$ cat src/hdl/ipr_pkg.sv
// Constants and carrier types for the interrupt pin routing block
`default_nettype none
package ipr_pkg;
    // Register indices; the byte address of each is four times its index
    localparam logic [7:0] IDX_ERR_MASK = 8'h52;
    localparam logic [7:0] IDX_ELEC_A = 8'h53;
    localparam logic [7:0] IDX_ELEC_B = 8'h54;
    localparam logic [7:0] IDX_HOLD = 8'h55;
    localparam logic [7:0] IDX_FEAT_A = 8'h56;
    localparam logic [7:0] IDX_FEAT_B = 8'h57;
    localparam logic [7:0] IDX_DATA_ROUTE = 8'h58;
    localparam logic [7:0] IDX_STATUS = 8'h60;
    localparam logic [7:0] IDX_IRQ_MASK = 8'h61;
    localparam logic [7:0] IDX_PIN_STATE = 8'h62;
    localparam logic [7:0] IDX_CTRL = 8'h63;
    // Bus geometry
    localparam int ADDR_W = 12;
    localparam logic [1:0] RESP_OKAY = 2'h0;
    localparam logic [1:0] RESP_SLVERR = 2'h2;
    // Values after reset
    localparam logic [7:0] REG_RESET = 8'h00;
    localparam logic [10:0] EVT_RESET = 11'h000;
    // Field positions
    localparam int HOLD_BIT = 0;
    localparam int CTRL_STEP_SRC = 0;
    localparam int CTRL_CLR_A = 1;
    localparam int CTRL_CLR_B = 2;
    localparam int ST_COND_A = 0;
    localparam int ST_COND_B = 1;
    localparam int ST_IN_A = 2;
    localparam int ST_IN_B = 3;
    localparam int EVT_W = 11;
    localparam int EVT_FFULL = 7;
    localparam int EVT_ERR = 10;

    // Electrical settings of one pin
    typedef struct packed {
        logic [2:0] spare_hi;
        logic input_en;
        logic output_en;
        logic drain_select;
        logic polarity;
        logic spare_lo;
    } ipr_elec_t;

    // Feature events, bit 0 first from the right
    typedef struct packed {
        logic reserved;
        logic any_motion;
        logic no_motion;
        logic wrist_gesture;
        logic wrist_wear;
        logic activity;
        logic step;
        logic sig_motion;
    } ipr_feat_t;

    // Data events
    typedef struct packed {
        logic fault;
        logic sample_fresh;
        logic queue_level;
        logic queue_full;
    } ipr_data_t;

    // Data event routing to both pins
    typedef struct packed {
        logic fault_to_b;
        logic sample_fresh_to_b;
        logic queue_level_to_b;
        logic queue_full_to_b;
        logic fault_to_a;
        logic sample_fresh_to_a;
        logic queue_level_to_a;
        logic queue_full_to_a;
    } ipr_dmap_t;
endpackage
`default_nettype wire

$ cat src/hdl/ipr_top.sv
// Interrupt pin routing: two pin drivers, event routing, AXI4-Lite registers
// Functional notes
// Pin asserted level is low when polarity bit is 0, high when 1.
// Drive-type bit 0 gives push-pull, 1 gives open-drain.
// Pin is driven only while its output-enable bit is 1.
// Pin is sampled as input only while its input-enable bit is 1.
// Hold bit 0 gives non-latched pins; 1 latches asserted pins.
// Pin A feature map routes seven feature events at bits 0 to 6.
// Pin B has its own feature map, same bits, bit 7 reserved.
// Step bit routes one source: step watermark or step detector.
// Queue-full goes to A by data bit 0, to B by bit 4.
// Queue-level goes to A by data bit 1, to B by bit 5.
// Fresh-sample goes to A by data bit 2, to B by bit 6.
// Fault goes to A by data bit 3, to B by bit 7.
// Fault event is formed only from error flags enabled in the mask.
// Pin condition is OR of its routed events, driven per settings.
// Disabled output, and open-drain inactive level, are released; code releases only the open-drain high level, so polarity 1 drives low.
//
// The AXI4-Lite slave port is this design's own decision.
`default_nettype none
module ipr_top (
    // Clock and reset
    input wire logic aclk,
    input wire logic aresetn,
    // AXI4-Lite write address and data
    input wire logic [ipr_pkg::ADDR_W-1:0] awaddr,
    input wire logic awvalid,
    output logic awready,
    input wire logic [31:0] wdata,
    input wire logic [3:0] wstrb,
    input wire logic wvalid,
    output logic wready,
    // AXI4-Lite write response
    output logic [1:0] bresp,
    output logic bvalid,
    input wire logic bready,
    // AXI4-Lite read
    input wire logic [ipr_pkg::ADDR_W-1:0] araddr,
    input wire logic arvalid,
    output logic arready,
    output logic [31:0] rdata,
    output logic [1:0] rresp,
    output logic rvalid,
    input wire logic rready,
    // Event sources, one-clock logic
    input wire logic sig_motion,
    input wire logic step_watermark,
    input wire logic step_detect,
    input wire logic activity,
    input wire logic wrist_wear,
    input wire logic wrist_gesture,
    input wire logic no_motion,
    input wire logic any_motion,
    input wire logic queue_full,
    input wire logic queue_level,
    input wire logic sample_fresh,
    input wire logic [7:0] error_flags,
    // Interrupt pins, enables low while driving
    output logic irq_pin_a_o,
    output logic irq_pin_a_oe_n,
    input wire logic irq_pin_a_i,
    output logic irq_pin_b_o,
    output logic irq_pin_b_oe_n,
    input wire logic irq_pin_b_i,
    // Summary interrupt
    output logic irq
);
    // Pin condition from routed events
    function automatic logic route_cond(input ipr_pkg::ipr_feat_t f, input logic [7:0] fmap,
                                        input ipr_pkg::ipr_data_t d, input logic [3:0] dmap);
        route_cond = (|(f[6:0] & fmap[6:0])) | (|(d & dmap));
    endfunction

    // Electrical drive of one pin: {level, enable_n}
    function automatic logic [1:0] pin_drive(input logic cond, input ipr_pkg::ipr_elec_t e);
        logic lvl;
        lvl = cond ? e.polarity : ~e.polarity;
        pin_drive = {lvl, ~(e.output_en & (~e.drain_select | ~lvl))};
    endfunction

    ipr_pkg::ipr_elec_t elec_a_reg, elec_b_reg;
    logic [7:0] hold_reg, feat_a_reg, feat_b_reg, err_mask_reg, ctrl_reg;
    ipr_pkg::ipr_dmap_t dmap_reg;
    logic [10:0] status_reg, irq_mask_reg;
    logic latch_a_reg, latch_b_reg, cond_a_reg, cond_b_reg;
    logic sync_a1_reg, sync_a2_reg, sync_b1_reg, sync_b2_reg, samp_a_reg, samp_b_reg;
    logic [ipr_pkg::ADDR_W-1:0] waddr_reg;
    logic [31:0] wdata_reg;
    logic [3:0] wstrb_reg;
    logic do_write;
    logic [7:0] widx;
    logic clr_a, clr_b;
    ipr_pkg::ipr_feat_t feat;
    ipr_pkg::ipr_data_t dev;
    logic [10:0] evt;
    logic raw_a, raw_b, cond_a, cond_b;
    logic [31:0] rd_word;
    logic rd_ok;

    // Write happens once both address and data are held and no response is pending
    assign do_write = ~awready & ~wready & ~bvalid;
    assign widx = waddr_reg[9:2];

    // Address and data channels are taken independently, in either order
    always_ff @(posedge aclk) begin
        if (!aresetn) begin
            awready <= 1'b1;
            wready <= 1'b1;
            bvalid <= 1'b0;
            bresp <= ipr_pkg::RESP_OKAY;
            waddr_reg <= '0;
            wdata_reg <= '0;
            wstrb_reg <= '0;
        end else begin
            if (awvalid && awready) begin
                awready <= 1'b0;
                waddr_reg <= awaddr;
            end
            if (wvalid && wready) begin
                wready <= 1'b0;
                wdata_reg <= wdata;
                wstrb_reg <= wstrb;
            end
            if (do_write) begin
                bvalid <= 1'b1;
                bresp <= word_ok(waddr_reg) ? ipr_pkg::RESP_OKAY : ipr_pkg::RESP_SLVERR;
            end else if (bvalid && bready) begin
                bvalid <= 1'b0;
                awready <= 1'b1;
                wready <= 1'b1;
            end
        end
    end

    // Decode of a mapped, word-aligned address
    function automatic logic word_ok(input logic [ipr_pkg::ADDR_W-1:0] a);
        logic [7:0] i;
        i = a[9:2];
        word_ok = (a[1:0] == 2'h0) && (a[11:10] == 2'h0) &&
                  ((i >= ipr_pkg::IDX_ERR_MASK && i <= ipr_pkg::IDX_DATA_ROUTE) ||
                   (i >= ipr_pkg::IDX_STATUS && i <= ipr_pkg::IDX_CTRL));
    endfunction

    // Configuration registers; only byte lane 0 carries them
    always_ff @(posedge aclk) begin
        if (!aresetn) begin
            elec_a_reg <= ipr_pkg::REG_RESET;
            elec_b_reg <= ipr_pkg::REG_RESET;
            hold_reg <= ipr_pkg::REG_RESET;
            feat_a_reg <= ipr_pkg::REG_RESET;
            feat_b_reg <= ipr_pkg::REG_RESET;
            dmap_reg <= ipr_pkg::REG_RESET;
            err_mask_reg <= ipr_pkg::REG_RESET;
            ctrl_reg <= ipr_pkg::REG_RESET;
        end else if (do_write && wstrb_reg[0] && word_ok(waddr_reg)) begin
            unique case (widx)
                ipr_pkg::IDX_ELEC_A: elec_a_reg <= wdata_reg[7:0];
                ipr_pkg::IDX_ELEC_B: elec_b_reg <= wdata_reg[7:0];
                ipr_pkg::IDX_HOLD: hold_reg <= wdata_reg[7:0];
                ipr_pkg::IDX_FEAT_A: feat_a_reg <= wdata_reg[7:0];
                ipr_pkg::IDX_FEAT_B: feat_b_reg <= wdata_reg[7:0];
                ipr_pkg::IDX_DATA_ROUTE: dmap_reg <= wdata_reg[7:0];
                ipr_pkg::IDX_ERR_MASK: err_mask_reg <= wdata_reg[7:0];
                ipr_pkg::IDX_CTRL: ctrl_reg <= {7'h00, wdata_reg[ipr_pkg::CTRL_STEP_SRC]};
                default: ;
            endcase
        end
    end

    // Latch-clear pulses are write-only and never stored
    assign clr_a = do_write && wstrb_reg[0] && widx == ipr_pkg::IDX_CTRL &&
                   word_ok(waddr_reg) && wdata_reg[ipr_pkg::CTRL_CLR_A];
    assign clr_b = do_write && wstrb_reg[0] && widx == ipr_pkg::IDX_CTRL &&
                   word_ok(waddr_reg) && wdata_reg[ipr_pkg::CTRL_CLR_B];

    // Event vectors; step takes one source only
    always_comb begin
        feat = '0;
        feat.sig_motion = sig_motion;
        feat.step = ctrl_reg[ipr_pkg::CTRL_STEP_SRC] ? step_detect : step_watermark;
        feat.activity = activity;
        feat.wrist_wear = wrist_wear;
        feat.wrist_gesture = wrist_gesture;
        feat.no_motion = no_motion;
        feat.any_motion = any_motion;
        dev.queue_full = queue_full;
        dev.queue_level = queue_level;
        dev.sample_fresh = sample_fresh;
        dev.fault = |(error_flags & err_mask_reg);
        evt = {dev.fault, dev.sample_fresh, dev.queue_level, dev.queue_full, feat[6:0]};
    end

    // Routing to each pin; reserved feature bit 7 is ignored
    assign raw_a = route_cond(feat, feat_a_reg, dev, dmap_reg[3:0]);
    assign raw_b = route_cond(feat, feat_b_reg, dev, dmap_reg[7:4]);
    assign cond_a = hold_reg[ipr_pkg::HOLD_BIT] ? (raw_a | latch_a_reg) : raw_a;
    assign cond_b = hold_reg[ipr_pkg::HOLD_BIT] ? (raw_b | latch_b_reg) : raw_b;

    // Latched mode holds until software clears; a new event beats the clear
    always_ff @(posedge aclk) begin
        if (!aresetn) begin
            latch_a_reg <= 1'b0;
            latch_b_reg <= 1'b0;
        end else begin
            latch_a_reg <= hold_reg[ipr_pkg::HOLD_BIT] & ((latch_a_reg & ~clr_a) | raw_a);
            latch_b_reg <= hold_reg[ipr_pkg::HOLD_BIT] & ((latch_b_reg & ~clr_b) | raw_b);
        end
    end

    // Pin drivers come straight from flops; released while in reset
    always_ff @(posedge aclk) begin
        if (!aresetn) begin
            {irq_pin_a_o, irq_pin_a_oe_n} <= 2'h1;
            {irq_pin_b_o, irq_pin_b_oe_n} <= 2'h1;
            cond_a_reg <= 1'b0;
            cond_b_reg <= 1'b0;
        end else begin
            {irq_pin_a_o, irq_pin_a_oe_n} <= pin_drive(cond_a, elec_a_reg);
            {irq_pin_b_o, irq_pin_b_oe_n} <= pin_drive(cond_b, elec_b_reg);
            cond_a_reg <= cond_a;
            cond_b_reg <= cond_b;
        end
    end

    // Pin inputs are asynchronous; two flops before the enable gate
    always_ff @(posedge aclk) begin
        if (!aresetn) begin
            {sync_a1_reg, sync_a2_reg, sync_b1_reg, sync_b2_reg} <= 4'h0;
            samp_a_reg <= 1'b0;
            samp_b_reg <= 1'b0;
        end else begin
            sync_a1_reg <= irq_pin_a_i;
            sync_a2_reg <= sync_a1_reg;
            sync_b1_reg <= irq_pin_b_i;
            sync_b2_reg <= sync_b1_reg;
            samp_a_reg <= elec_a_reg.input_en & sync_a2_reg;
            samp_b_reg <= elec_b_reg.input_en & sync_b2_reg;
        end
    end

    // Sticky status with write-one-to-clear; a set in the clear cycle wins
    always_ff @(posedge aclk) begin
        if (!aresetn) begin
            status_reg <= ipr_pkg::EVT_RESET;
            irq_mask_reg <= ipr_pkg::EVT_RESET;
            irq <= 1'b0;
        end else begin
            if (do_write && widx == ipr_pkg::IDX_STATUS && word_ok(waddr_reg))
                status_reg <= (status_reg & ~(wdata_reg[10:0] & {{3{wstrb_reg[1]}},
                              {8{wstrb_reg[0]}}})) | evt;
            else
                status_reg <= status_reg | evt;
            if (do_write && widx == ipr_pkg::IDX_IRQ_MASK && word_ok(waddr_reg)) begin
                if (wstrb_reg[0]) irq_mask_reg[7:0] <= wdata_reg[7:0];
                if (wstrb_reg[1]) irq_mask_reg[10:8] <= wdata_reg[10:8];
            end
            irq <= |(status_reg & irq_mask_reg);
        end
    end

    // Read mux
    always_comb begin
        rd_word = 32'h0000_0000;
        rd_ok = word_ok(araddr);
        unique case (araddr[9:2])
            ipr_pkg::IDX_ELEC_A: rd_word[7:0] = elec_a_reg;
            ipr_pkg::IDX_ELEC_B: rd_word[7:0] = elec_b_reg;
            ipr_pkg::IDX_HOLD: rd_word[7:0] = hold_reg;
            ipr_pkg::IDX_FEAT_A: rd_word[7:0] = feat_a_reg;
            ipr_pkg::IDX_FEAT_B: rd_word[7:0] = feat_b_reg;
            ipr_pkg::IDX_DATA_ROUTE: rd_word[7:0] = dmap_reg;
            ipr_pkg::IDX_ERR_MASK: rd_word[7:0] = err_mask_reg;
            ipr_pkg::IDX_STATUS: rd_word[10:0] = status_reg;
            ipr_pkg::IDX_IRQ_MASK: rd_word[10:0] = irq_mask_reg;
            ipr_pkg::IDX_PIN_STATE: rd_word[3:0] = {samp_b_reg, samp_a_reg, cond_b_reg, cond_a_reg};
            ipr_pkg::IDX_CTRL: rd_word[7:0] = ctrl_reg;
            default: rd_word = 32'h0000_0000;
        endcase
        if (!rd_ok) rd_word = 32'h0000_0000;
    end

    // Read channel answers one cycle after the address is taken
    always_ff @(posedge aclk) begin
        if (!aresetn) begin
            arready <= 1'b1;
            rvalid <= 1'b0;
            rdata <= 32'h0000_0000;
            rresp <= ipr_pkg::RESP_OKAY;
        end else if (arvalid && arready) begin
            arready <= 1'b0;
            rvalid <= 1'b1;
            rdata <= rd_word;
            rresp <= rd_ok ? ipr_pkg::RESP_OKAY : ipr_pkg::RESP_SLVERR;
        end else if (rvalid && rready) begin
            rvalid <= 1'b0;
            arready <= 1'b1;
        end
    end
endmodule
`default_nettype wire

$ cat config.mk
export PLATFORM = sky130hd
export DESIGN_NAME = ipr_top
export DESIGN_NICKNAME = d
export VERILOG_FILES = /design/src/hdl/ipr_pkg.sv /design/src/hdl/ipr_top.sv
export SDC_FILE = /design/constraint.sdc
export NUM_CORES = 1
export LEC_CHECK = 0
export ABC_AREA = 1
export ABC_CLOCK_PERIOD_IN_PS = 4900
export BUFFER_PORTS_ARGS = -buffer_cell sky130_fd_sc_hd__clkbuf_2
export CAP_MARGIN = 10
export CORE_MARGIN = 5
export CORE_UTILIZATION = 50
export DETAILED_ROUTE_END_ITERATION = 6
export PLACE_DENSITY = 0.72
export SLEW_MARGIN = 25
export SYNTH_ARGS = -nofsm -noshare
export SYNTH_HDL_FRONTEND = slang
export SYNTH_SLANG_ARGS = --single-unit
$ cat constraint.sdc
create_clock -name aclk -period 4.9 [get_ports aclk]
set_clock_uncertainty 0.05 [all_clocks]
set_input_delay 0.98 -clock aclk [delete_from_list [all_inputs] [get_ports aclk]]
set_output_delay 0.98 -clock aclk [all_outputs]
set_load 0.005 [all_outputs]
# Yosys cells after proc, flatten, opt, wreduce, memory -nomap -nowiden
# Cells that the tools add are included.
classes:
  order_cmp: 8
  n_eq_ne: 21
  mux: 24
  bitwise: 42
  reduce_logical: 47
op_table:
  columns: ["cell", "n"]
  rows:
  - ["equality test 8 x 7 -> 1 bit (second input constant)", 21]
  - ["one-hot mux 4 bit (11 select lines)", 1]
  - ["one-hot mux 4 bit (9 select lines)", 1]
  - ["bitwise AND 11 bit", 3]
  - ["greater-or-equal comparator 8 x 7 -> 1 bit (second input constant)", 4]
  - ["<= comparator 8 x 7 -> 1 bit (second input constant)", 4]
  - ["logical AND 1 bit", 23]
  - ["two-way mux 11 bit", 2]
  - ["bitwise OR 11 bit", 2]
  - ["AND reduction 2 bit", 10]
  - ["two-way mux 1 bit", 17]
  - ["bitwise AND 7 bit", 2]
  - ["OR reduction 7 bit", 2]
  - ["inverter 1 bit", 13]
  - ["inverter 11 bit", 1]
  - ["OR reduction 11 bit", 1]
  - ["bitwise AND 1 bit", 10]
  - ["bitwise AND 4 bit", 2]
  - ["bitwise AND 8 bit", 1]
  - ["zero test 2 bit", 4]
  - ["bitwise OR 1 bit", 8]
  - ["OR reduction 4 bit", 2]
  - ["OR reduction 8 bit", 1]
  - ["one-hot mux 3 bit (2 select lines)", 1]
  - ["other kinds (3)", 6]
word_totals:
  reg_bits: 160
  in_bits: 88
  out_inout_bits: 46
  wordCells: 196

# Longest topological paths before layout
# Gate-level depths: netlist (run 1).
logic_depth:
  depth_word: 12
  depth_mapped: 12

# Least setup slack after synthesis (run 1)
# OpenSTA, ideal clock, no wires.
synth_path:
  kind: "input -> register"
  startpoint: "input port araddr[9] (netlist bit)"
  endpoint: "register rdata[0]"
  t_arrival_ns: 2.096
  slack_ns: 2.683
  path_stages: 10
  path_buffers: 1
  cell_sequence: "inv_1 -> nand2_1 -> nor2_1 -> clkbuf_1 -> nand2_1 -> o21ai_0 -> nor2_1 -> nand3_1 -> nand2_1 -> a21oi_1"
synth_via:
  elab_chain_len: 5
  word_cells_on_any_way: 21
synth_rtl:
  columns: ["item", "line_no", "rtl"]
  rows:
  - ["start, declared", "ipr_top.sv:38", "input wire logic [ipr_pkg::ADDR_W-1:0] araddr,"]
  - ["greater-or-equal comparator 8 x 7 -> 1 bit (tied with other cells)", "ipr_top.sv:140", "((i >= ipr_pkg::IDX_ERR_MASK && i <= ipr_pkg::IDX_DATA_ROUTE) ||"]
  - ["logical AND 1 bit (on tied branches)", "ipr_top.sv:140, ipr_top.sv:141", null]
  - ["logical OR 1 bit", "ipr_top.sv:140", null]
  - ["logical AND 1 bit", "ipr_top.sv:139", "word_ok = (a[1:0] == 2'h0) && (a[11:10] == 2'h0) &&"]
  - ["two-way mux 11 bit *", "ipr_top.sv:279", "if (!rd_ok) rd_word = 32'h0000_0000;"]
  - ["end signal, assigned", "ipr_top.sv:292", "rdata <= rd_word;"]
  - ["end, declared", "ipr_top.sv:41", "output logic [31:0] rdata,"]
# Mark *: on every way between the ends. The rest lies on a longest branch, timed or not.
# A chain may end at the register's enable or synchronous reset.

# Worst setup path in the final report (run 1)
layout_path:
  startpoint: "input port araddr[9] (netlist bit)"
  endpoint: "register rdata[3]"
# The elaborated chain is that of the path after synthesis.

==> results.py, run 1 <==
metrics = {
    "drt": {
        "drcViolationCount": 0,
        "top_signal_layer_used": "met4",
        "routed_wire_length_per_instance_um": 14.5,
        "antenna_violating_nets_post_route": 0,
        "route.detailed.vias_per_inst": 5.04,
        "route.met2.wl_um": 7750,
        "met3WireLength_um": 1450,
        "detailroute.via_count": 6265,
        "routed_wire_length_um": 18000,
        "dr.first_iter.drc_count": 555,
        "wl_met1_um": 7930,
        "drt-pass1-iter-count": 5,
    },
    "power": {
        "irDropWorstVdd_mv": 0.243,
        "sequentialPowerShare": 0.431,
        "cellPowerDensity_nw_per_um2": 364,
        "power_leakage_nw": 3.66,
        "power_frac_clock": 0.515,
        "power_frac_comb": 0.054,
        "power.internal_mw": 2.10,
        "swShare": 0.237,
        "switchingPower_uw": 651,
    },
    "placed_design": {
        "detailedPlacementHpwl_um": 12900,
        "finalWeightedCongestion": 0.934,
        "placement.io_buffers": 87,
    },
    "yosys": {
        "seq_area_frac_synth": 0.424,
        "synth.avg_cell_area_um2": 6.55,
        "ys.warnings.count": 0,
        "synth_ff_type": "sky130_fd_sc_hd__dfxtp_1",
        "synth.most_common_cell": "sky130_fd_sc_hd__nand2_1",
        "synth_top_cells_by_area": "sky130_fd_sc_hd__dfxtp_1, sky130_fd_sc_hd__nand2_1, sky130_fd_sc_hd__nor2_1",
        "number_of_enable_type_register_cells_in_the_synthesized_netlist": 0,
        "most_area_hungry_cell_type_in_the_yosys_netlist": "sky130_fd_sc_hd__dfxtp_1",
        "synth-async-reset-ratio": 0,
        "postSynthRegisterBits": 137,
        "yosys-top-cells-count": "sky130_fd_sc_hd__nand2_1, sky130_fd_sc_hd__nor2_1, sky130_fd_sc_hd__dfxtp_1",
        "syn-instance-count": 986,
        "synth.distinct_cells": 29,
        "synth_area_um2": 6460,
        "post-synth-top-area-fraction": 0.424,
    },
    "hold_path": {
        "hold_depth": 2,
        "worst_hold_path_type": "flop to flop",
    },
    "floorplan": {
        "die_height_um": 124,
        "core_area_um2": 12700,
        "io_pins": 134,
        "core.rowCount": 41,
        "initial_core_util": 0.510,
        "dieWidth_um": 124,
        "die_area_um2": 15300,
    },
    "timing": {
        "layout_worst_path_cycle_share": 0.539,
        "setup_repair_after_global_routing_missed_its_margin": "false",
        "final_worst_hold_slack_ps": 359,
        "finalHoldViolations": 0,
        "finalCriticalPeriod_ps": 2640,
        "worst_slew_pin_slew_ps": 905,
        "fin_tns_setup_ps": 0,
        "slew_headroom": 0.394,
        "final_max_slew_viols": 0,
        "achievable_frequency_mhz": 379,
        "number_of_endpoints_failing_setup_at_the_final_stage": 0,
    },
    "global_route": {
        "antenna_found_initial": 0,
        "via_count_of_the_first_global_routing_pass": 5654,
        "global_route.usage.total": 0.243,
        "grt_max_degree": 66,
        "grt_overflow": 0,
        "grt_first_pass_wirelength_um": 28500,
    },
    "clock_tree": {
        "cts.repair.resized": 0,
        "hold_buffers": 0,
        "ctsHtreeMaxLevel": 4,
        "cts_made_buffers": 17,
        "clockBufferDepth": 2,
        "clock-root-buffer": "sky130_fd_sc_hd__clkbuf_16",
        "postCtsSetupRepairBufs": 0,
        "clkSinkCount": 137,
        "skew_pair_late_insertion_delay_ps": 420,
        "cts_tree": "yes",
        "cts.clk_slew.worst_paths_ps": 60,
    },
    "worst_setup_path": {
        "timing.setup.critical_path_class": "primary input to flop",
        "worstSetupEndpointType": "flop",
        "r2r.worst_path.cells": 7,
        "timing.critical_path.from_type": "primary input",
        "worst-endpoint-arrival_ps": 2940,
        "crit_path_max_fanout": 10,
        "crit_required_ps": 5200,
    },
    "job": {
        "cap_violations": 0,
    },
    "layout": {
        "layout-area-overhead-vs-synth_pct": 16.9,
        "drive_gt1_frac": 0.127,
        "largest_register_ff_count": 12,
        "antenna_cells": 0,
        "filler_cell_count": 1195,
        "finalNetCount": 1145,
    },
    "outcome": {
        "status": "complete, no violations",
    },
}
## power by group through the flow
stage	Clock, mW	Sequential, mW	Combinational, mW
2_1_floorplan	0	1.18	0.113
3_3_place_gp	0	1.21	0.144
3_5_place_dp	0	1.21	0.146
4_1_cts	1.42	1.18	0.147
5_1_grt	1.47	1.19	0.168
6_report	1.42	1.19	0.147
## layout make-up
cell class / count / area, um2 / share of cell area
Inverter: 111 / 417 / 0.0552
Multi-Input combinational cell: 700 / 3070 / 0.406
Timing Repair Buffer: 90 / 458 / 0.0606
Clock buffer: 18 / 429 / 0.0568
Tap cell: 172 / 215 / 0.0285
Clock inverter: 14 / 221 / 0.0293
Sequential cell: 137 / 2740 / 0.363
## layer usage
layer,GRT usage,up-vias
met4,0.135,0
met5,0,-
met1,0.320,2746
met2,0.374,257
li1,-,3204
met3,0.0459,58
## cells by family after synthesis
logic type             share of synthesized area
AOI/OAI and AO/OA                          0.137
and+or+nand+nor                            0.324
other                                   0.000580
DFF                                        0.424
buffers and inverters                      0.113
## critical path, stage by stage
cell and delay, ps:
sky130_fd_sc_hd__clkbuf_2 100, sky130_fd_sc_hd__inv_1 90, sky130_fd_sc_hd__nand2_1 80, sky130_fd_sc_hd__nor2_1 530
sky130_fd_sc_hd__nand2_1 380, sky130_fd_sc_hd__o21ai_0 350, sky130_fd_sc_hd__nor2_1 150, sky130_fd_sc_hd__nand3_1 90
sky130_fd_sc_hd__nand2_1 60, sky130_fd_sc_hd__a21oi_1 140
## stage by stage
stage          total power [mW]  instance area [um2]   util  setup slack (ps)  cells
2_1_floorplan              1.30                 6550      -              2680   1008
3_3_place_gp               1.35                 6900  0.545              1900   1210
3_5_place_dp               1.35                 6900  0.545              1910   1210
4_1_cts                    2.76                 7550  0.596              2350   1242
5_1_grt                    2.83                 7550  0.596              2100   1242
6_report                   2.75                 7550  0.596              2260   1242
## cell usage in the layout, fill, tap and decap left out, drive strengths merged
master	n
nand2	231
nor2	218
dfxtp	137
inv	113
clkbuf	105
o21ai	81
a21oi	60
nand3	47
conb	23
nor3	9
a211oi	8
nand4	7
a22o	6
bufinv	5
clkinv	4
o21bai	3
o211ai	3
clkinvlp	3
buf	3
a221oi	2
nand3b	1
o21a	1
## worst paths after layout
kind / from / slack [ps] / end
max: araddr[9] / 2260 / rdata[3]
min: sync_a1_reg / 360 / sync_a2_reg
max reg2reg: bvalid / 2720 / hold_reg[6]
min reg2reg: sync_a1_reg / 360 / sync_a2_reg
Note: power is estimated with default switching activity, not from simulation.
==> run 2, diff against run 1 <==
--- a/config.mk
+++ b/config.mk
@@ -6,7 +6,7 @@
 export NUM_CORES = 1
 export LEC_CHECK = 0
 export ABC_AREA = 1
-export ABC_CLOCK_PERIOD_IN_PS = 4900
+export ABC_CLOCK_PERIOD_IN_PS = 2500
 export BUFFER_PORTS_ARGS = -buffer_cell sky130_fd_sc_hd__clkbuf_2
 export CAP_MARGIN = 10
 export CORE_MARGIN = 5
==> constraint.sdc (replaced) <==
create_clock -name aclk -period 2.5 [get_ports aclk]
set_clock_uncertainty 0.05 [all_clocks]
set_input_delay 0.5 -clock aclk [delete_from_list [all_inputs] [get_ports aclk]]
set_output_delay 0.5 -clock aclk [all_outputs]
set_load 0.005 [all_outputs]
==> results.py, run 2 (synthesis results as in run 1) <==
metrics = {
    "global_route": {
        "via_count_of_the_first_global_routing_pass": 5783,
        "grt_overflow": 0,
        "antenna_found_initial": 0,
        "grt_first_pass_wirelength_um": 28900,
        "grt_max_degree": 99,
        "global_route.usage.total": 0.247,
    },
    "clock_tree": {
        "postCtsSetupRepairBufs": 0,
        "cts.clk_slew.worst_paths_ps": 60,
        "clock-root-buffer": "sky130_fd_sc_hd__clkbuf_16",
        "clkSinkCount": 137,
        "cts.repair.resized": 0,
        "skew_pair_late_insertion_delay_ps": 420,
        "clockBufferDepth": 2,
        "cts_tree": "yes",
        "ctsHtreeMaxLevel": 4,
        "hold_buffers": 0,
        "cts_made_buffers": 17,
    },
    "drt": {
        "drt-pass1-iter-count": 7,
        "detailroute.via_count": 6268,
        "dr.first_iter.drc_count": 518,
        "route.detailed.vias_per_inst": 5.00,
        "routed_wire_length_per_instance_um": 14.4,
        "antenna_violating_nets_post_route": 0,
        "routed_wire_length_um": 18000,
        "drcViolationCount": 0,
    },
    "worst_setup_path": {
        "cp_num_cells": 11,
        "critical_path.most_common_cell": "sky130_fd_sc_hd__nand2_1",
        "crit_path_max_fanout": 16,
        "worstReg2RegEnd": "err_mask_reg[4]",
        "timing.critical_path.from_type": "flop",
        "worstSetupEndpointType": "flop",
        "cp_cell_sequence": "nor2_2 > nand2_1 > nand2_1 > nand2_1 > nor2_4 > nand2_4 > nor2_1 > nand3_2 > nand2_1 > nand2_1 > nor2_1",
        "critPathTopFamily": "simple AND/OR/NAND/NOR gates",
        "worst_path_largest_cell_delay_ps": 350,
        "crit_required_ps": 2810,
        "r2r.worst_path.cells": 11,
        "critPathCapture": "err_mask_reg[4]",
        "timing.setup.critical_path_class": "flop to flop",
        "timing.critical_path.slowest_stage_cell": "sky130_fd_sc_hd__dfxtp_1",
        "crit-reg2reg-launch": "waddr_reg[2]",
        "worst-endpoint-arrival_ps": 2350,
        "cp_num_buf_inv": 0,
        "timing.critical_path.from": "waddr_reg[2]",
        "ff2ff_setup_slack_ps": 460,
    },
    "floorplan": {
        "io_pins": 134,
        "core_area_um2": 12700,
        "die_height_um": 124,
        "core.rowCount": 41,
        "dieWidth_um": 124,
        "die_area_um2": 15300,
        "initial_core_util": 0.510,
    },
    "placed_design": {
        "detailedPlacementHpwl_um": 13000,
        "finalWeightedCongestion": 0.896,
        "placement.io_buffers": 87,
    },
    "layout": {
        "finalNetCount": 1157,
        "layout-area-overhead-vs-synth_pct": 18.6,
        "layout.cells.most_common": "sky130_fd_sc_hd__nand2_1",
        "largest_register_ff_count": 12,
        "drive_gt1_frac": 0.138,
        "antenna_cells": 0,
        "final_util": 0.605,
        "mostFrequentLayoutCells": "sky130_fd_sc_hd__nand2_1, sky130_fd_sc_hd__nor2_1, sky130_fd_sc_hd__dfxtp_1, sky130_fd_sc_hd__inv_1, sky130_fd_sc_hd__clkbuf_2",
    },
    "timing": {
        "slew_headroom": 0.602,
        "setup_repair_after_global_routing_missed_its_margin": "false",
        "fin_tns_setup_ps": 0,
        "finalHoldViolations": 0,
        "achievable_frequency_mhz": 490,
        "finalCriticalPeriod_ps": 2040,
        "worst_slew_pin_slew_ps": 594,
        "layout_worst_path_cycle_share": 0.817,
        "number_of_endpoints_failing_setup_at_the_final_stage": 0,
        "final_max_slew_viols": 0,
    },
    "power": {
        "irDropWorstVdd_mv": 0.466,
        "power_leakage_nw": 3.72,
        "cellPowerDensity_nw_per_um2": 705,
    },
    "outcome": {
        "status": "complete, no violations",
    },
    "hold_path": {
        "worst_hold_path_type": "primary input to flop",
    },
    "job": {
        "cap_violations": 0,
    },
}
## run 2: cell types whose count changed in the layout (fill, tap and decap cells not counted)
cell,previous run,this run
sky130_fd_sc_hd__buf_4,3,14
sky130_fd_sc_hd__buf_12,0,1
sky130_fd_sc_hd__clkbuf_1,1,0
sky130_fd_sc_hd__clkbuf_8,0,1
sky130_fd_sc_hd__clkinv_4,3,2
sky130_fd_sc_hd__clkinvlp_4,3,4
## run 2: metrics by stage
stage	power [mW]	setup WS, ps	instances	area [um2]	hold WS (ps)
after floorplan	2.54	763	1008	6550	340
after global placement	2.67	478	1222	7000	349
after detailed placement	2.67	492	1222	7000	348
after CTS	5.43	473	1254	7660	202
after global routing	5.58	228	1254	7660	218
final	5.40	458	1254	7660	210
## run 2: worst min-delay path by stage
stage / end / startpoint / cells after the start
finish: sync_a1_reg / irq_pin_a_i / 3
global placement: sync_a2_reg / sync_a1_reg / 2
CTS: sync_a1_reg / irq_pin_a_i / 3
floorplan: sync_a2_reg / sync_a1_reg / 2
detailed placement: sync_a2_reg / sync_a1_reg / 2
global route: sync_b1_reg / irq_pin_b_i / 3
## run 2: where the power goes
group	total (mW)	internal [mW]	switching, mW
Combinational	0.299	0.108	0.191
Sequential	2.33	2.24	0.0862
Clock	2.78	1.80	0.975
Total	5.40	4.15	1.25
## run 2: per-layer routing
| metal | vias up | routed length (um) | part of all wire | track usage |
|---|---|---|---|---|
| li1 | 3227 | - | - | - |
| met1 | 2758 | 7790 | 0.43 | 0.311 |
| met2 | 236 | 8090 | 0.45 | 0.395 |
| met3 | 47 | 1540 | 0.085 | 0.0649 |
| met4 | 0 | 628 | 0.035 | 0.114 |
| met5 | - | 0 | 0 | 0 |
## run 2: final cells by class
| type | instances | area (um2) |
|---|---|---|
| clock inverter | 14 | 220 |
| inverter | 111 | 417 |
| clock buffer | 18 | 439 |
| timing repair buffer | 102 | 561 |
| tap | 172 | 215 |
| multi-input combinational | 700 | 3070 |
| sequential | 137 | 2740 |
| fill | 1226 | 5010 |
## run 2: worst register-to-register path, delay by kind of cell (launching register included)
kind / cells / cell delay [ps]
flip-flops: 1 / 350
AND/OR/NAND/NOR: 11 / 1580
==> run 3, diff against run 2 <==
--- a/config.mk
+++ b/config.mk
@@ -6,13 +6,13 @@
 export NUM_CORES = 1
 export LEC_CHECK = 0
 export ABC_AREA = 1
-export ABC_CLOCK_PERIOD_IN_PS = 2500
+export ABC_CLOCK_PERIOD_IN_PS = 1800
 export BUFFER_PORTS_ARGS = -buffer_cell sky130_fd_sc_hd__clkbuf_2
 export CAP_MARGIN = 10
 export CORE_MARGIN = 5
 export CORE_UTILIZATION = 50
 export DETAILED_ROUTE_END_ITERATION = 6
-export PLACE_DENSITY = 0.72
+export PLACE_DENSITY = 0.75
 export SLEW_MARGIN = 25
 export SYNTH_ARGS = -nofsm -noshare
 export SYNTH_HDL_FRONTEND = slang
==> constraint.sdc (replaced) <==
create_clock -name aclk -period 1.8 [get_ports aclk]
set_clock_uncertainty 0.05 [all_clocks]
set_input_delay 0.36 -clock aclk [delete_from_list [all_inputs] [get_ports aclk]]
set_output_delay 0.36 -clock aclk [all_outputs]
set_load 0.005 [all_outputs]
==> results.py, run 3 (synthesis results as in run 1) <==
metrics = {
    "outcome": {
        "status": "complete, no violations",
    },
    "timing": {
        "finalHoldViolations": 0,
        "final_worst_hold_slack_ps": 68.8,
        "fin_tns_setup_ps": 0,
        "worst_slew_pin_slew_ps": 615,
        "finalCriticalPeriod_ps": 1770,
        "layout_worst_path_cycle_share": 0.985,
        "achievable_frequency_mhz": 564,
        "slew_headroom": 0.589,
        "number_of_endpoints_failing_setup_at_the_final_stage": 0,
        "setup_repair_after_global_routing_missed_its_margin": "true",
        "final_max_slew_viols": 0,
    },
    "layout": {
        "layout-area-overhead-vs-synth_pct": 25.5,
        "drive_gt1_frac": 0.202,
        "mostFrequentLayoutCells": "sky130_fd_sc_hd__nand2_1, sky130_fd_sc_hd__nor2_1, sky130_fd_sc_hd__dfxtp_1, sky130_fd_sc_hd__inv_1, sky130_fd_sc_hd__clkbuf_2",
        "finalNetCount": 1193,
        "final_util": 0.640,
        "final_cells": 1290,
        "antenna_cells": 0,
        "final_design_area_no_fill_um2": 8110,
        "largest_register_ff_count": 12,
        "layout.cells.most_common": "sky130_fd_sc_hd__nand2_1",
    },
    "floorplan": {
        "die_area_um2": 15300,
        "initial_core_util": 0.510,
        "core.rowCount": 41,
        "core_area_um2": 12700,
        "io_pins": 134,
        "die_height_um": 124,
        "dieWidth_um": 124,
    },
    "placed_design": {
        "dp_cells": 1252,
        "placement.io_buffers": 87,
        "detailedPlacementHpwl_um": 13600,
        "finalWeightedCongestion": 0.987,
        "placed_instance_area_um2": 7270,
    },
    "global_route": {
        "antenna_found_initial": 0,
        "via_count_of_the_first_global_routing_pass": 5982,
        "grt_max_degree": 64,
        "grt_overflow": 0,
        "grt_first_pass_wirelength_um": 28800,
        "global_route.usage.total": 0.247,
    },
    "hold_path": {
        "hold_depth": 3,
        "worst_hold_path_type": "primary input to flop",
    },
    "worst_setup_path": {
        "worst_path_largest_cell_delay_ps": 350,
        "timing.critical_path.from_type": "flop",
        "worstReg2RegEnd": "feat_b_reg[2]",
        "critPathCapture": "feat_b_reg[2]",
        "crit-reg2reg-launch": "waddr_reg[8]",
        "timing.critical_path.from": "waddr_reg[8]",
        "worstSetupEndpointType": "flop",
        "crit_required_ps": 2110,
        "ff2ff_setup_slack_ps": 30,
        "cp_num_buf_inv": 3,
        "cp_cell_sequence": "inv_1 > nor2_2 > nand3_1 > inv_1 > nand2_2 > nor2_4 > nand3_4 > clkbuf_16 > nand2_2 > nand2_1 > nor2_1",
        "timing.setup.critical_path_class": "flop to flop",
        "r2r.worst_path.cells": 11,
        "critPathTopFamily": "simple AND/OR/NAND/NOR gates",
        "timing.critical_path.slowest_stage_cell": "sky130_fd_sc_hd__dfxtp_1",
        "cp_num_cells": 11,
        "worst-endpoint-arrival_ps": 2090,
        "crit_path_max_fanout": 8,
    },
    "clock_tree": {
        "cts_tree": "yes",
        "clockBufferDepth": 2,
        "clock-root-buffer": "sky130_fd_sc_hd__clkbuf_16",
        "hold_buffers": 0,
        "cts.clk_slew.worst_paths_ps": 60,
        "clkSinkCount": 137,
        "skew_pair_late_insertion_delay_ps": 420,
        "ctsHtreeMaxLevel": 4,
        "cts_made_buffers": 17,
    },
    "drt": {
        "routed_wire_length_um": 18700,
        "drt-pass1-iter-count": 6,
        "detailroute.via_count": 6559,
        "drcViolationCount": 0,
        "route.detailed.vias_per_inst": 5.08,
        "antenna_violating_nets_post_route": 0,
        "dr.first_iter.drc_count": 562,
        "routed_wire_length_per_instance_um": 14.5,
    },
    "job": {
        "cap_violations": 0,
    },
    "power": {
        "cellPowerDensity_nw_per_um2": 911,
        "irDropWorstVdd_mv": 0.547,
        "power_leakage_nw": 3.94,
    },
}
run 3: cell count changes in the layout (fill, tap and decap cells not counted), moves of 4 or more:
cell | previous run | this run
sky130_fd_sc_hd__nor2_1 | 212 | 207
sky130_fd_sc_hd__nand2_2 | 1 | 13
sky130_fd_sc_hd__inv_2 | 1 | 5
sky130_fd_sc_hd__dfxtp_1 | 137 | 130
sky130_fd_sc_hd__a21oi_2 | 0 | 5
sky130_fd_sc_hd__inv_1 | 110 | 106
sky130_fd_sc_hd__nand2_1 | 229 | 215
sky130_fd_sc_hd__buf_4 | 14 | 44
sky130_fd_sc_hd__dfxtp_2 | 0 | 7
sky130_fd_sc_hd__a21oi_1 | 60 | 55
run 3: layer usage:
metal	vias up	GRT usage	routed length, um
li1	3293	-	-
met1	2888	0.311	7870
met2	312	0.388	8220
met3	66	0.0550	1630
met4	0	0.142	944
met5	-	0	0
run 3: power by group:
group / leakage (nW) / internal, mW / total (mW) / switching, mW
Sequential: 1.12 / 3.12 / 3.22 / 0.109
Combinational: 2.51 / 0.193 / 0.500 / 0.308
Clock: 0.307 / 2.32 / 3.67 / 1.35
Total: 3.94 / 5.63 / 7.39 / 1.76
run 3: how the worst min path moves through the flow:
stage	start	to	slack, ps
after floorplan	sync_a1_reg	sync_a2_reg	340
after global placement	sync_b1_reg	sync_b2_reg	340
after detailed placement	sync_a1_reg	sync_a2_reg	350
after CTS	irq_pin_a_i	sync_a1_reg	60
after global routing	irq_pin_a_i	sync_a1_reg	80
final	irq_pin_a_i	sync_a1_reg	70
run 3: worst register-to-register path, cell delays in order, from the launching register on:
cell and delay (ps):
sky130_fd_sc_hd__dfxtp_1 350, sky130_fd_sc_hd__inv_1 70, sky130_fd_sc_hd__nor2_2 140, sky130_fd_sc_hd__nand3_1 130, sky130_fd_sc_hd__inv_1 120, sky130_fd_sc_hd__nand2_2 110
sky130_fd_sc_hd__nor2_4 220, sky130_fd_sc_hd__nand3_4 140, sky130_fd_sc_hd__clkbuf_16 190, sky130_fd_sc_hd__nand2_2 50, sky130_fd_sc_hd__nand2_1 40, sky130_fd_sc_hd__nor2_1 110
run 3: cell type report:
cell class | count | area, um2
fillers | 1163 | 4560
repair buffers | 138 | 893
inverters | 111 | 417
well taps | 172 | 215
multi-input cells | 700 | 3210
flip-flops and latches | 137 | 2750
clock buffers | 17 | 425
clock inverters | 15 | 200
run 3: per-stage QoR:
stage                     worst slack, ps  total power [mW]
after floorplan                      72.6              3.53
after global placement               5.69              3.74
after detailed placement             1.04              3.74
after CTS                            13.4              7.38
after global routing                -81.3              7.62
final                                26.5              7.39
run 3: repair_timing:
item                                   in CTS  in global routing
setup endpoints to repair                   0                 63
endpoints found under the hold margin       0                  0
resized for setup                           0                 50
setup buffers                               0                  5
